--- config.mk ---
export PLATFORM = sky130hd
export DESIGN_NAME = cmils_top
export DESIGN_NICKNAME = d
export VERILOG_FILES = /design/src/hw/cmils_pkg.sv /design/src/hw/cmils_top.sv
export SDC_FILE = /design/constraint.sdc
export NUM_CORES = 1
export LEC_CHECK = 0
export ABC_AREA = 0
export BUFFER_PORTS_ARGS = -buffer_cell sky130_fd_sc_hd__buf_4
export CAP_MARGIN = 20
export CORE_MARGIN = 3
export CORE_UTILIZATION = 30
export DETAILED_ROUTE_END_ITERATION = 8
export PLACE_DENSITY_LB_ADDON = 0.3
export SLEW_MARGIN = 20
export SYNTH_ARGS = -nofsm -noshare
export SYNTH_HDL_FRONTEND = slang
export SYNTH_SLANG_ARGS = --single-unit
--- constraint.sdc ---
create_clock -name i_ref_clk -period 3.46 [get_ports i_ref_clk]
set_input_delay 0 -clock i_ref_clk [delete_from_list [all_inputs] [get_ports i_ref_clk]]
set_output_delay 0 -clock i_ref_clk [all_outputs]
set_load 0.01 [all_outputs]
--- src/hw/cmils_pkg.sv ---
// Constants, types and register map of the charger mode and limit select
package cmils_pkg;

  localparam int CMILS_CLK_PERIOD_NS = 4;
  localparam int CMILS_DET_SETTLE_NS = 1000;
  localparam int CMILS_DET_SETTLE_CYC =
    (CMILS_DET_SETTLE_NS + CMILS_CLK_PERIOD_NS - 1) / CMILS_CLK_PERIOD_NS;
  localparam int CMILS_CNT_W = 9;

  localparam logic [7:0] CMILS_ADDR_CTRL = 8'h00;
  localparam logic [7:0] CMILS_ADDR_STATUS = 8'h04;
  localparam logic [7:0] CMILS_ADDR_LIMIT = 8'h08;

  localparam int CMILS_CTRL_RESTART_BIT = 0;
  localparam int CMILS_CTRL_RES_ONLY_BIT = 1;
  localparam int CMILS_ST_MODE_LSB = 0;
  localparam int CMILS_ST_PINS_LSB = 4;
  localparam int CMILS_ST_DET_LSB = 8;
  localparam int CMILS_ST_SRC_LSB = 12;
  localparam int CMILS_LIM_MA_LSB = 0;
  localparam int CMILS_LIM_MV_LSB = 16;

  localparam logic [11:0] CMILS_MA_500 = 12'h1f4;
  localparam logic [11:0] CMILS_MA_1000 = 12'h3e8;
  localparam logic [11:0] CMILS_MA_1500 = 12'h5dc;
  localparam logic [11:0] CMILS_MA_2000 = 12'h7d0;
  localparam logic [11:0] CMILS_MA_2400 = 12'h960;
  localparam logic [11:0] CMILS_MA_3000 = 12'hbb8;

  // Code 0 is the open pin, code 15 the lowest resistance
  localparam logic [11:0] CMILS_INPUT_LIMIT_PIN_LUT [16] = '{
    12'h1f4, 12'h1f4, 12'h258, 12'h2bc, 12'h320, 12'h384, 12'h3e8, 12'h47e,
    12'h514, 12'h5dc, 12'h6d6, 12'h7d0, 12'h8ca, 12'h9c4, 12'ha8c, 12'hbb8};
  localparam logic [12:0] CMILS_TERMINATION_VOLTAGE_SELECT_LUT [16] = '{
    13'he10, 13'he10, 13'he74, 13'hed8, 13'hf3c, 13'hfa0, 13'h1004, 13'h1036,
    13'h1068, 13'h109a, 13'h10cc, 13'h10fe, 13'h1130, 13'h1162, 13'h1194,
    13'h11c6};

  typedef enum logic [2:0] {
    CMILS_MODE_OFF = 3'b000,
    CMILS_MODE_CHARGE = 3'b001,
    CMILS_MODE_BUCK_ONLY = 3'b010,
    CMILS_MODE_SUSPEND = 3'b011,
    CMILS_MODE_OTG = 3'b100,
    CMILS_MODE_PASSTHRU = 3'b101,
    CMILS_MODE_HALT = 3'b110
  } cmils_mode_t;

  typedef enum logic [1:0] {
    CMILS_DET_IDLE = 2'b00,
    CMILS_DET_SETTLE = 2'b01,
    CMILS_DET_DONE = 2'b10
  } cmils_det_t;

  typedef enum logic [1:0] {
    CMILS_BC_UNKNOWN = 2'b00,
    CMILS_BC_SDP = 2'b01,
    CMILS_BC_CDP = 2'b10,
    CMILS_BC_DCP = 2'b11
  } cmils_bc_t;

  typedef enum logic [2:0] {
    CMILS_PROP_NONE = 3'b000,
    CMILS_PROP_A500 = 3'b001,
    CMILS_PROP_A1000 = 3'b010,
    CMILS_PROP_A2000 = 3'b011,
    CMILS_PROP_A2400 = 3'b100,
    CMILS_PROP_B2000 = 3'b101
  } cmils_prop_t;

  typedef enum logic [1:0] {
    CMILS_CC_NONE = 2'b00,
    CMILS_CC_500 = 2'b01,
    CMILS_CC_1500 = 2'b10,
    CMILS_CC_3000 = 2'b11
  } cmils_cc_t;

  typedef enum logic [2:0] {
    CMILS_SRC_NONE = 3'b000,
    CMILS_SRC_BC = 3'b001,
    CMILS_SRC_PROP = 3'b010,
    CMILS_SRC_CC = 3'b011,
    CMILS_SRC_RES = 3'b100
  } cmils_src_t;

endpackage : cmils_pkg

--- src/hw/cmils_top.sv ---
// Pin mode decode, input limit and termination voltage select with APB
`timescale 1ns/1ps
`default_nettype none

module cmils_top (
  input wire logic i_ref_clk,
  input wire logic i_nrst,
  input wire logic psel,
  input wire logic penable,
  input wire logic pwrite,
  input wire logic [7:0] paddr,
  input wire logic [31:0] pwdata,
  output logic [31:0] prdata,
  output logic pready,
  output logic pslverr,
  input wire logic i_charge_disable_in,
  input wire logic i_suspend_in,
  input wire logic i_boost_enable_in,
  input wire logic i_charger_input_valid,
  input wire logic i_source_present,
  input wire logic i_battery_present,
  input wire logic i_data_lines_open,
  input wire logic [1:0] i_bc_type,
  input wire logic [2:0] i_prop_type,
  input wire logic [1:0] i_cc_adv,
  input wire logic [3:0] i_input_limit_pin_code,
  input wire logic [3:0] i_termination_voltage_select,
  output logic o_buck_on,
  output logic o_boost_on,
  output logic o_charging_on,
  output logic o_battery_switch_on,
  output logic o_charger_input_fet_on,
  output logic o_passthrough_switch_on,
  output logic o_cc_rd_connect,
  output logic o_cc_source_current_on,
  output logic o_detect_done,
  output logic [11:0] o_input_limit_ma,
  output logic [12:0] o_termination_mv
);

  logic [2:0] pin_meta;
  logic [2:0] pin_sync;
  logic cd_s;
  logic susp_s;
  logic boost_s;
  logic boost_ok;
  cmils_pkg::cmils_mode_t mode;
  cmils_pkg::cmils_mode_t next_mode;
  cmils_pkg::cmils_det_t det_state;
  cmils_pkg::cmils_det_t next_det_state;
  logic [cmils_pkg::CMILS_CNT_W-1:0] det_cnt;
  cmils_pkg::cmils_src_t det_src;
  cmils_pkg::cmils_src_t next_src;
  logic [11:0] det_ma;
  logic [11:0] next_det_ma;
  logic [11:0] next_limit_ma;
  logic res_only;
  logic restart;
  logic valid_d;
  logic [31:0] rd_mux;
  logic rd_err;
  logic wr_en;

  always_ff @(posedge i_ref_clk or negedge i_nrst) begin
    if (!i_nrst) begin
      pin_meta <= 3'h0;
      pin_sync <= 3'h0;
    end else begin
      pin_meta <= {i_charge_disable_in, i_suspend_in, i_boost_enable_in};
      pin_sync <= pin_meta;
    end
  end

  // Undriven pins resolve low via the pin pulldowns
  assign cd_s = pin_sync[2];
  assign susp_s = pin_sync[1];
  assign boost_s = pin_sync[0];
  // Boost allowed only from battery with input free
  assign boost_ok = !i_source_present && i_battery_present;

  always_comb begin
    next_mode = cmils_pkg::CMILS_MODE_OFF;
    // Disabled charge plus boost halts both converters
    if (cd_s && boost_s) begin
      next_mode = cmils_pkg::CMILS_MODE_HALT;
    end else if (!cd_s && boost_s) begin
      if (!boost_ok) begin
        next_mode = cmils_pkg::CMILS_MODE_HALT;
      end else if (susp_s) begin
        next_mode = cmils_pkg::CMILS_MODE_PASSTHRU;
      end else begin
        next_mode = cmils_pkg::CMILS_MODE_OTG;
      end
    // Buck modes need a valid input
    end else if (i_charger_input_valid) begin
      if (susp_s) begin
        next_mode = cmils_pkg::CMILS_MODE_SUSPEND;
      end else if (cd_s) begin
        next_mode = cmils_pkg::CMILS_MODE_BUCK_ONLY;
      end else begin
        next_mode = cmils_pkg::CMILS_MODE_CHARGE;
      end
    end
  end

  always_ff @(posedge i_ref_clk or negedge i_nrst) begin
    if (!i_nrst) begin
      mode <= cmils_pkg::CMILS_MODE_OFF;
    end else begin
      mode <= next_mode;
    end
  end

  // Power switch outputs, registered to avoid decode glitches
  always_ff @(posedge i_ref_clk or negedge i_nrst) begin
    if (!i_nrst) begin
      o_buck_on <= 1'b0;
      o_boost_on <= 1'b0;
      o_charging_on <= 1'b0;
      o_battery_switch_on <= 1'b0;
      o_charger_input_fet_on <= 1'b0;
      o_passthrough_switch_on <= 1'b0;
    end else begin
      o_buck_on <= (next_mode == cmils_pkg::CMILS_MODE_CHARGE) ||
                   (next_mode == cmils_pkg::CMILS_MODE_BUCK_ONLY);
      // Source role powers the input pin
      o_boost_on <= (next_mode == cmils_pkg::CMILS_MODE_OTG) ||
                    (next_mode == cmils_pkg::CMILS_MODE_PASSTHRU);
      o_charging_on <= (next_mode == cmils_pkg::CMILS_MODE_CHARGE);
      o_battery_switch_on <= !cd_s;
      o_charger_input_fet_on <= !susp_s;
      o_passthrough_switch_on <= (next_mode == cmils_pkg::CMILS_MODE_OTG);
    end
  end

  always_ff @(posedge i_ref_clk or negedge i_nrst) begin
    if (!i_nrst) begin
      o_cc_source_current_on <= 1'b0;
      o_cc_rd_connect <= 1'b1;
    end else begin
      o_cc_source_current_on <= boost_s;
      o_cc_rd_connect <= !boost_s;
    end
  end

  // Detection restarts on each new input so a swapped cable is reclassified
  always_ff @(posedge i_ref_clk or negedge i_nrst) begin
    if (!i_nrst) begin
      valid_d <= 1'b0;
    end else begin
      valid_d <= i_charger_input_valid;
    end
  end

  a_detect_starts: assert property (@(posedge i_ref_clk)
    disable iff (!i_nrst) (!valid_d && i_charger_input_valid && !restart)
    |=> det_state == cmils_pkg::CMILS_DET_SETTLE)
    else $error("detection did not start on new input");

  always_comb begin
    next_det_state = det_state;
    if (!i_charger_input_valid || restart) begin
      next_det_state = cmils_pkg::CMILS_DET_IDLE;
    end else begin
      case (det_state)
        cmils_pkg::CMILS_DET_IDLE: begin
          next_det_state = cmils_pkg::CMILS_DET_SETTLE;
        end
        cmils_pkg::CMILS_DET_SETTLE: begin
          if (det_cnt == cmils_pkg::CMILS_CNT_W'(
              cmils_pkg::CMILS_DET_SETTLE_CYC - 1)) begin
            next_det_state = cmils_pkg::CMILS_DET_DONE;
          end
        end
        default: begin
          next_det_state = cmils_pkg::CMILS_DET_DONE;
        end
      endcase
    end
  end

  always_ff @(posedge i_ref_clk or negedge i_nrst) begin
    if (!i_nrst) begin
      det_state <= cmils_pkg::CMILS_DET_IDLE;
    end else begin
      det_state <= next_det_state;
    end
  end

  always_ff @(posedge i_ref_clk or negedge i_nrst) begin
    if (!i_nrst) begin
      det_cnt <= '0;
    end else if (det_state == cmils_pkg::CMILS_DET_SETTLE) begin
      det_cnt <= det_cnt + cmils_pkg::CMILS_CNT_W'(1);
    end else begin
      det_cnt <= '0;
    end
  end

  // Classification priority: CC above 500 mA, then proprietary, then BC
  always_comb begin
    next_src = cmils_pkg::CMILS_SRC_RES;
    next_det_ma = cmils_pkg::CMILS_MA_500;
    if (i_cc_adv == cmils_pkg::CMILS_CC_3000) begin
      next_src = cmils_pkg::CMILS_SRC_CC;
      next_det_ma = cmils_pkg::CMILS_MA_3000;
    end else if (i_cc_adv == cmils_pkg::CMILS_CC_1500) begin
      next_src = cmils_pkg::CMILS_SRC_CC;
      next_det_ma = cmils_pkg::CMILS_MA_1500;
    // Open data lines fall back to the resistor
    end else if (i_data_lines_open) begin
      next_src = cmils_pkg::CMILS_SRC_RES;
    end else if (i_prop_type != cmils_pkg::CMILS_PROP_NONE) begin
      next_src = cmils_pkg::CMILS_SRC_PROP;
      case (i_prop_type)
        cmils_pkg::CMILS_PROP_A500: next_det_ma = cmils_pkg::CMILS_MA_500;
        cmils_pkg::CMILS_PROP_A1000: next_det_ma = cmils_pkg::CMILS_MA_1000;
        cmils_pkg::CMILS_PROP_A2400: next_det_ma = cmils_pkg::CMILS_MA_2400;
        default: next_det_ma = cmils_pkg::CMILS_MA_2000;
      endcase
    end else if (i_bc_type != cmils_pkg::CMILS_BC_UNKNOWN) begin
      next_src = cmils_pkg::CMILS_SRC_BC;
      if (i_bc_type == cmils_pkg::CMILS_BC_SDP) begin
        next_det_ma = cmils_pkg::CMILS_MA_500;
      end else begin
        next_det_ma = cmils_pkg::CMILS_MA_1500;
      end
    end else if (i_cc_adv == cmils_pkg::CMILS_CC_500) begin
      next_src = cmils_pkg::CMILS_SRC_CC;
      next_det_ma = cmils_pkg::CMILS_MA_500;
    end
  end

  always_ff @(posedge i_ref_clk or negedge i_nrst) begin
    if (!i_nrst) begin
      det_src <= cmils_pkg::CMILS_SRC_NONE;
      det_ma <= cmils_pkg::CMILS_MA_500;
    end else if (!i_charger_input_valid) begin
      det_src <= cmils_pkg::CMILS_SRC_NONE;
      det_ma <= cmils_pkg::CMILS_MA_500;
    end else if (det_state == cmils_pkg::CMILS_DET_SETTLE &&
                 next_det_state == cmils_pkg::CMILS_DET_DONE) begin
      det_src <= next_src;
      det_ma <= next_det_ma;
    end
  end

  always_comb begin
    if (det_src == cmils_pkg::CMILS_SRC_NONE) begin
      next_limit_ma = cmils_pkg::CMILS_MA_500;
    end else if (det_src == cmils_pkg::CMILS_SRC_RES || res_only) begin
      next_limit_ma = cmils_pkg::CMILS_INPUT_LIMIT_PIN_LUT[i_input_limit_pin_code];
    end else begin
      next_limit_ma = det_ma;
    end
  end

  always_ff @(posedge i_ref_clk or negedge i_nrst) begin
    if (!i_nrst) begin
      o_input_limit_ma <= cmils_pkg::CMILS_MA_500;
      o_termination_mv <= cmils_pkg::CMILS_TERMINATION_VOLTAGE_SELECT_LUT[0];
      o_detect_done <= 1'b0;
    end else begin
      o_input_limit_ma <= next_limit_ma;
      o_termination_mv <=
        cmils_pkg::CMILS_TERMINATION_VOLTAGE_SELECT_LUT[i_termination_voltage_select];
      o_detect_done <= (det_state == cmils_pkg::CMILS_DET_DONE);
    end
  end

  // APB slave, zero wait states; read data staged in the setup cycle
  assign pready = 1'b1;
  assign wr_en = psel && penable && pwrite;

  always_comb begin
    rd_mux = 32'h0;
    rd_err = 1'b0;
    if (paddr == cmils_pkg::CMILS_ADDR_CTRL) begin
      rd_mux[cmils_pkg::CMILS_CTRL_RES_ONLY_BIT] = res_only;
    end else if (paddr == cmils_pkg::CMILS_ADDR_STATUS) begin
      rd_mux[cmils_pkg::CMILS_ST_MODE_LSB +: 3] = mode;
      rd_mux[cmils_pkg::CMILS_ST_PINS_LSB +: 3] = pin_sync;
      rd_mux[cmils_pkg::CMILS_ST_DET_LSB +: 2] = det_state;
      rd_mux[cmils_pkg::CMILS_ST_SRC_LSB +: 3] = det_src;
    end else if (paddr == cmils_pkg::CMILS_ADDR_LIMIT) begin
      rd_mux[cmils_pkg::CMILS_LIM_MA_LSB +: 12] = o_input_limit_ma;
      rd_mux[cmils_pkg::CMILS_LIM_MV_LSB +: 13] = o_termination_mv;
    end else begin
      rd_err = 1'b1;
    end
  end

  always_ff @(posedge i_ref_clk or negedge i_nrst) begin
    if (!i_nrst) begin
      prdata <= 32'h0;
      pslverr <= 1'b0;
    end else if (psel && !penable) begin
      prdata <= pwrite ? 32'h0 : rd_mux;
      pslverr <= rd_err;
    end
  end

  always_ff @(posedge i_ref_clk or negedge i_nrst) begin
    if (!i_nrst) begin
      res_only <= 1'b0;
      restart <= 1'b0;
    end else begin
      restart <= wr_en && paddr == cmils_pkg::CMILS_ADDR_CTRL &&
                 pwdata[cmils_pkg::CMILS_CTRL_RESTART_BIT];
      if (wr_en && paddr == cmils_pkg::CMILS_ADDR_CTRL) begin
        res_only <= pwdata[cmils_pkg::CMILS_CTRL_RES_ONLY_BIT];
      end
    end
  end

  a_cd_no_charge: assert property (@(posedge i_ref_clk) disable iff (!i_nrst)
    cd_s |=> !o_charging_on && !o_battery_switch_on)
    else $error("charging while charge disabled");

  a_suspend_buck_off: assert property (@(posedge i_ref_clk)
    disable iff (!i_nrst) susp_s |=> !o_buck_on && !o_charger_input_fet_on)
    else $error("buck or input FET on in suspend");

  a_otg_switch_closed: assert property (@(posedge i_ref_clk)
    disable iff (!i_nrst) (boost_s && !susp_s && !cd_s && boost_ok)
    |=> o_boost_on && o_passthrough_switch_on)
    else $error("cable boost not entered");

  a_cc_advert_on: assert property (@(posedge i_ref_clk) disable iff (!i_nrst)
    o_cc_source_current_on == $past(i_boost_enable_in, 3) &&
    o_cc_rd_connect != o_cc_source_current_on)
    else $error("CC advertisement wrong");

  a_passthru_boost: assert property (@(posedge i_ref_clk)
    disable iff (!i_nrst) (boost_s && susp_s && !cd_s && boost_ok)
    |=> o_boost_on && !o_passthrough_switch_on)
    else $error("passthrough boost wrong");

  a_cd_boost_halt: assert property (@(posedge i_ref_clk)
    disable iff (!i_nrst) (cd_s && boost_s) |=> !o_buck_on && !o_boost_on)
    else $error("converter on with disable and boost");

  a_boost_gated: assert property (@(posedge i_ref_clk) disable iff (!i_nrst)
    !boost_ok |=> !o_boost_on)
    else $error("boost with source or no battery");

  a_resistor_limit: assert property (@(posedge i_ref_clk)
    disable iff (!i_nrst) (det_src == cmils_pkg::CMILS_SRC_RES)
    |=> o_input_limit_ma ==
        cmils_pkg::CMILS_INPUT_LIMIT_PIN_LUT[$past(i_input_limit_pin_code)])
    else $error("unknown adapter not on resistor limit");

  a_detect_settles: assert property (@(posedge i_ref_clk)
    disable iff (!i_nrst) (det_state == cmils_pkg::CMILS_DET_SETTLE &&
    i_charger_input_valid && !restart)[*1] ##0
    ($past(det_state) == cmils_pkg::CMILS_DET_IDLE)
    |-> ##[1:300] (det_state != cmils_pkg::CMILS_DET_SETTLE))
    else $error("detection never completes");

endmodule : cmils_top

`default_nettype wire

# Word level (Yosys, flattened, before mapping)
# Memories as Yosys holds them, arrays and structs flattened. A register that Yosys moved wholly into a read port is not among the register bits.
# Index checks and enable logic that the tools add are counted.
op_classes:
  add_sub_neg: 1
  n_lt_le_gt_ge: 1
  eq_ne: 19
  muxes: 50
  n_bitwise: 2
  n_reduce_logical: 25
op_table:
  columns: ["cell", "n"]
  rows:
  - ["$mux 12", 12]
  - ["$mux 13", 4]
  - ["$mux 3", 14]
  - ["$pmux 12 s3", 1]
  - ["$mux 29", 1]
  - ["$mux 2", 7]
  - ["$eq 3x3->1 const B", 4]
  - ["$mux 11", 1]
  - ["$not 4->5", 2]
  - ["$add 9x1->9 const B", 1]
  - ["$eq 9x8->1 const B", 1]
  - ["$logic_and 1x1->1", 9]
  - ["$mux 9", 1]
  - ["$eq 2x2->1 const B", 4]
  - ["$eq 8x3->1 const B", 1]
  - ["$eq 8x4->1 const B", 1]
  - ["$logic_not 8->1", 1]
  - ["$mux 1", 8]
  - ["$logic_not 1->1", 7]
  - ["$eq 2x1->1 const B", 3]
  - ["$eq 3x1->1 const B", 2]
  - ["$eq 3x2->1 const B", 2]
  - ["$ge 5x5->1 const B", 1]
  - ["$logic_or 1x1->1", 4]
  - ["6 further kinds", 6]
totals:
  register_bits: 91
  rom_bits: 400
  in_bits: 67
  output_inout_bits: 68
  wordCells: 121
  memories: 2
memory_table:
  columns: ["memory", "words", "width", "rd", "rd_clocked_by_memory_dff", "write_ports", "line", "rtl"]
  rows:
  - ["(no name shown)", 16, 13, 1, 1, 0, "cmils_top.sv:266", "cmils_pkg::CMILS_TERMINATION_VOLTAGE_SELECT_LUT[i_termination_voltage_select];"]
  - ["(no name shown)", 16, 12, 1, 0, 0, "cmils_top.sv:252", "next_limit_ma = cmils_pkg::CMILS_INPUT_LIMIT_PIN_LUT[i_input_limit_pin_code];"]

# Depth between registers and ports, before layout
logic_depth:
  word_depth: 9
  mapped_depth: 7
  mapped_depth_nobuf: 6

# Worst setup path after synthesis
# OpenSTA, ideal clock, no wires.
synth_path:
  kind: "reg-to-reg"
  from: "register det_cnt[1] (netlist bit)"
  to: "register det_src[2]"
  setup_time_ns: 0.078
  t_arrival_ns: 1.796
  path_slack_ns: 1.586
  path_stages_with_launch: 8
  path_buffers: 1
  cell_sequence: "dfrtp_1 > inv_1 > ha_1 > nand4bb_1 > or4_1 > clkbuf_2 > or3_1 > a21boi_1"
synth_between:
  elab_chain_cells: 7
synth_rtl:
  columns: ["element", "line", "rtl"]
  rows:
  - ["start: declaration", "cmils_top.sv:51", "logic [cmils_pkg::CMILS_CNT_W-1:0] det_cnt;"]
  - ["start signal: assignment", "cmils_top.sv:194", "det_cnt <= det_cnt + cmils_pkg::CMILS_CNT_W'(1);"]
  - ["$eq 9x8->1", "cmils_top.sv:170", "if (det_cnt == cmils_pkg::CMILS_CNT_W'("]
  - ["$mux 2", "cmils_top.sv:170", null]
  - ["$pmux 2 s2", "cmils_top.sv:165", "case (det_state)"]
  - ["$mux 2", "cmils_top.sv:162", "if (!i_charger_input_valid || restart) begin"]
  - ["$eq 2x2->1", "cmils_top.sv:242", "next_det_state == cmils_pkg::CMILS_DET_DONE) begin"]
  - ["$logic_and 1x1->1", "cmils_top.sv:241", "end else if (det_state == cmils_pkg::CMILS_DET_SETTLE &&"]
  - ["$ne 2x1->1 (no line)", null, null]
  - ["end signal: assignment", "cmils_top.sv:236", "det_src <= cmils_pkg::CMILS_SRC_NONE;"]
  - ["end signal: assignment", "cmils_top.sv:239", "det_src <= cmils_pkg::CMILS_SRC_NONE;"]
  - ["end signal: assignment", "cmils_top.sv:243", "det_src <= next_src;"]
  - ["end: declaration", "cmils_top.sv:52", "cmils_pkg::cmils_src_t det_src;"]
# No other way between the ends.
# A chain may end at the register's enable or synchronous reset.

# Worst setup path in the final report
layout_path:
  from: "register det_cnt[1] (netlist bit)"
  to: "register det_ma[4]"
layout_between:
  elab_chain_cells: 7
layout_rtl:
  columns: ["element", "line", "rtl"]
  rows:
  - ["$eq 9x8->1", "cmils_top.sv:170", null]
  - ["$mux 2", "cmils_top.sv:170", null]
  - ["$pmux 2 s2", "cmils_top.sv:165", null]
  - ["$mux 2", "cmils_top.sv:162", null]
  - ["$eq 2x2->1", "cmils_top.sv:242", null]
  - ["$logic_and 1x1->1", "cmils_top.sv:241", null]
  - ["$ne 2x1->1 (no line)", null, null]
  - ["end signal: assignment", "cmils_top.sv:237", "det_ma <= cmils_pkg::CMILS_MA_500;"]
  - ["end signal: assignment", "cmils_top.sv:240", "det_ma <= cmils_pkg::CMILS_MA_500;"]
  - ["end signal: assignment", "cmils_top.sv:244", "det_ma <= next_det_ma;"]
  - ["end: declaration", "cmils_top.sv:54", "logic [11:0] det_ma;"]
# No other way between the ends.

==> flow_metrics.tcl <==
set metrics [dict create \
    post_dp_cell_area_um2 4916 \
    cts-root-buf "clkbuf_16" \
    final.period_utilization_pct 67.47 \
    critPathKind "reg -> reg" \
    grt_usage_pct 13.00 \
    drc 0 \
    synth_area_um2 4116 \
    fp-row-count 42 \
    clk_latency_ns 0.33 \
    gr-total-overflow 0 \
    ys_ff_latch 90 \
    drtIter0Drc 194 \
    crit_fanout 8 \
    hold_violations 0 \
    htreeDepth 3 \
    die_w_um 123.1 \
    synthToLayoutAreaGrowth_pct 30.91 \
    clk_pin_slew_worst_paths_ns 0.06 \
    die_h_um 123.1 \
    slew_violations 0 \
    drt_wl_total_mm 9.560 \
    yosysSeqAreaShare_pct 55.14 \
    cts.sinks 90 \
    synth_edf_count 0 \
    rsz0062_at_grt "no" \
    cts-buffers-inserted 9 \
    arrival_ns 2.59 \
    gp_congestion 0.8597 \
    port_buffers 96 \
    avgSynthCellArea_um2 10.40 \
    p_per_area_nw_per_um2 407.9 \
    use_met2_pct 20.63 \
    max_cap_viol_count 0 \
    hpwl_mm 7.075 \
    grt_max_degree 71 \
    grtUsageMet3_pct 2.425 \
    grt_antenna_before_repair 0 \
    leakagePower_nw 2.573 \
    status "completed" \
    via_per_inst 4.740 \
    regArea_um2 2270 \
    dieArea_um2 15160 \
    cts_tree "done" \
    fmax_ghz 0.4283 \
    startpoint_type "flip-flop" \
    setup_violations 0 \
    dp.cells 642 \
    initial_core_util_pct 30.84 \
    tightest_slew_ns 0.8678 \
    syn_inst 396 \
    first_pass_iters 4 \
    antennaDiodeCount 0 \
    max_slew_margin_pct 42.15 \
    fin_tns_setup_ns 0 \
    multi_input_comb_area_um2 1648 \
    grt_util_met1_pct 17.75 \
    instances_no_fill 677 \
    final_cell_area_um2 5389 \
    drive_gt1_share_pct 26.55 \
    min_path_type "in -> reg" \
    ys.flop_type "dfrtp_1" \
    synth-async-reset-ratio_pct 100.0 \
    core_area_um2 13350 \
    fin_skew_ns 0.005083 \
    endpoint_kind "flip-flop" \
    routedWlPerCell_um 14.12 \
    period_minus_slack_ns 2.335 \
    top_usage_layer "met2" \
    grt_pass1_wl_mm 15.51 \
    fillers 1332 \
    pin_count 135 \
    vdd_drop_max_v 0.0002048 \
    detail-route-antenna-nets 0 \
    fin_nets 577 \
    clock_path_buffers 2 \
    ys.warnings.count 0 \
    yosysUniqueCellTypes 49 \
    crit_required_ns 3.72 \
    via_count 3209 \
    grt_pass1_vias 3144 \
]
timing repair:
action,in CTS,in global routing
endpoints found under the hold margin,91,0
buffers inserted,0,0
hold buffers,19,0
gates resized for setup,0,0
through the flow:
stage	total power, mW	worst slack (ns)	utilization (%)	hold WS (ns)
4_1_cts	2.234	1.165	40.35	0.003331
2_1_floorplan	1.208	1.586	-	-0.2956
3_5_place_dp	1.305	1.421	36.83	0.1106
3_3_place_gp	1.301	1.451	36.83	0.1108
6_report	2.198	1.125	40.37	0.01497
5_1_grt	2.302	0.9519	40.37	0.01900
cell type report:
type / instances / area share [%]
Clock buffer: 11 / 4.504
Clock inverter: 5 / 0.6965
Tap cell: 176 / 4.086
Timing Repair Buffer: 117 / 17.18
Sequential cell: 90 / 42.12
Inverter: 12 / 0.8358
Multi-Input combinational cell: 266 / 30.58
critical path: stages (launching register included):
cell,delay (ns)
dfrtp_1,0.39
inv_1,0.06
ha_1,0.15
nand4bb_1,0.16
or4_1,0.70
nand2_1,0.13
nand3_1,0.09
dlygate4sd3_1,0.59
Yosys cell counts, types with 3 or more instances:
library cell	instances	area [um^2]
nor4_1	4	25.02
xnor2_1	3	26.28
mux2i_1	8	80.08
nand2_1	44	165.2
nand2b_1	10	62.56
nor3_1	12	60.06
a21oi_1	15	75.07
xor2_1	3	26.28
o21ai_0	30	150.1
a211oi_1	4	30.03
a22oi_1	3	22.52
or3_1	5	31.28
nand3_1	17	85.08
clkbuf_1	18	67.56
o211ai_1	3	22.52
ha_1	14	175.2
dfrtp_1	76	1902
o31ai_1	3	22.52
inv_1	12	45.04
nor2_1	26	97.59
buf_4	13	97.59
a22o_1	15	131.4
nor2b_1	9	56.30
dfstp_2	14	367.9
o311ai_0	3	26.28
metal layers:
metal | vias up | share of wire, %
li1 | 1567 | -
met1 | 1562 | 46
met2 | 72 | 49
met3 | 8 | 4.1
met4 | 0 | 1.3
met5 | - | 0
registers in the layout, indices dropped and copies added, names as in the netlist, 2 cells and up:
name	count
pin_sync	3
det_ma	9
pin_meta	3
det_src	3
o_termination_mv	10
o_input_limit_ma	11
prdata	25
det_state	2
det_cnt	9
mode	3
kinds of logic after synthesis:
logic type | count (synthesis) | synth area share [%]
other | 2 | 0.1824
AO/OA/AOI/OAI | 86 | 13.68
AND/OR/NAND/NOR | 140 | 16.75
adder cells (fa/ha/maj) | 15 | 4.499
buffers and inverters | 46 | 5.440
flip-flops | 90 | 55.14
multiplexers | 11 | 3.040
XOR/XNOR | 6 | 1.277
layout by cell type, fill, tap and decap left out, types with 3 or more instances in the layout:
cell and n:
buf_4 98, dfrtp_1 76, nand2_1 44, o21ai_0 30
nor2_1 26, dlygate4sd3_1 19, nand3_1 17, a21oi_1 15
a22o_1 15, ha_1 14, dfstp_2 14, inv_1 12
nor3_1 12, nor2b_1 9, nand2b_1 9, clkbuf_16 9
mux2i_1 8, conb_1 8, or3_1 5, a211oi_1 4
nor4_1 4, o311ai_0 3, o211ai_1 3, xnor2_1 3
a22oi_1 3, xor2_1 3, o31ai_1 3
path summary, 6_finish.rpt:
| check | depth (start not counted) | slack [ns] | startpoint | endpoint |
|---|---|---|---|---|
| max | 7 | 1.13 | det_cnt[1] | det_ma[4] |
| max in group asynchronous | 3 | 2.26 | i_nrst | det_ma[7] |
| max reg2reg | 7 | 1.13 | det_cnt[1] | det_ma[4] |
| min reg2reg | 0 | 0.35 | pin_meta[2] | pin_sync[2] |
| min in group asynchronous | 2 | 0.31 | i_nrst | prdata[20] |
| min | 4 | 0.01 | i_prop_type[2] | det_ma[7] |
report_power, final:
part	total, mW	leakage [nW]	switching [mW]	internal [mW]
Clock	0.898	0.132	0.389	0.509
Sequential	1.09	1.15	0.0160	1.08
Combinational	0.206	1.29	0.114	0.0926
Total	2.20	2.57	0.519	1.68
(Power assumes the default switching activity.)
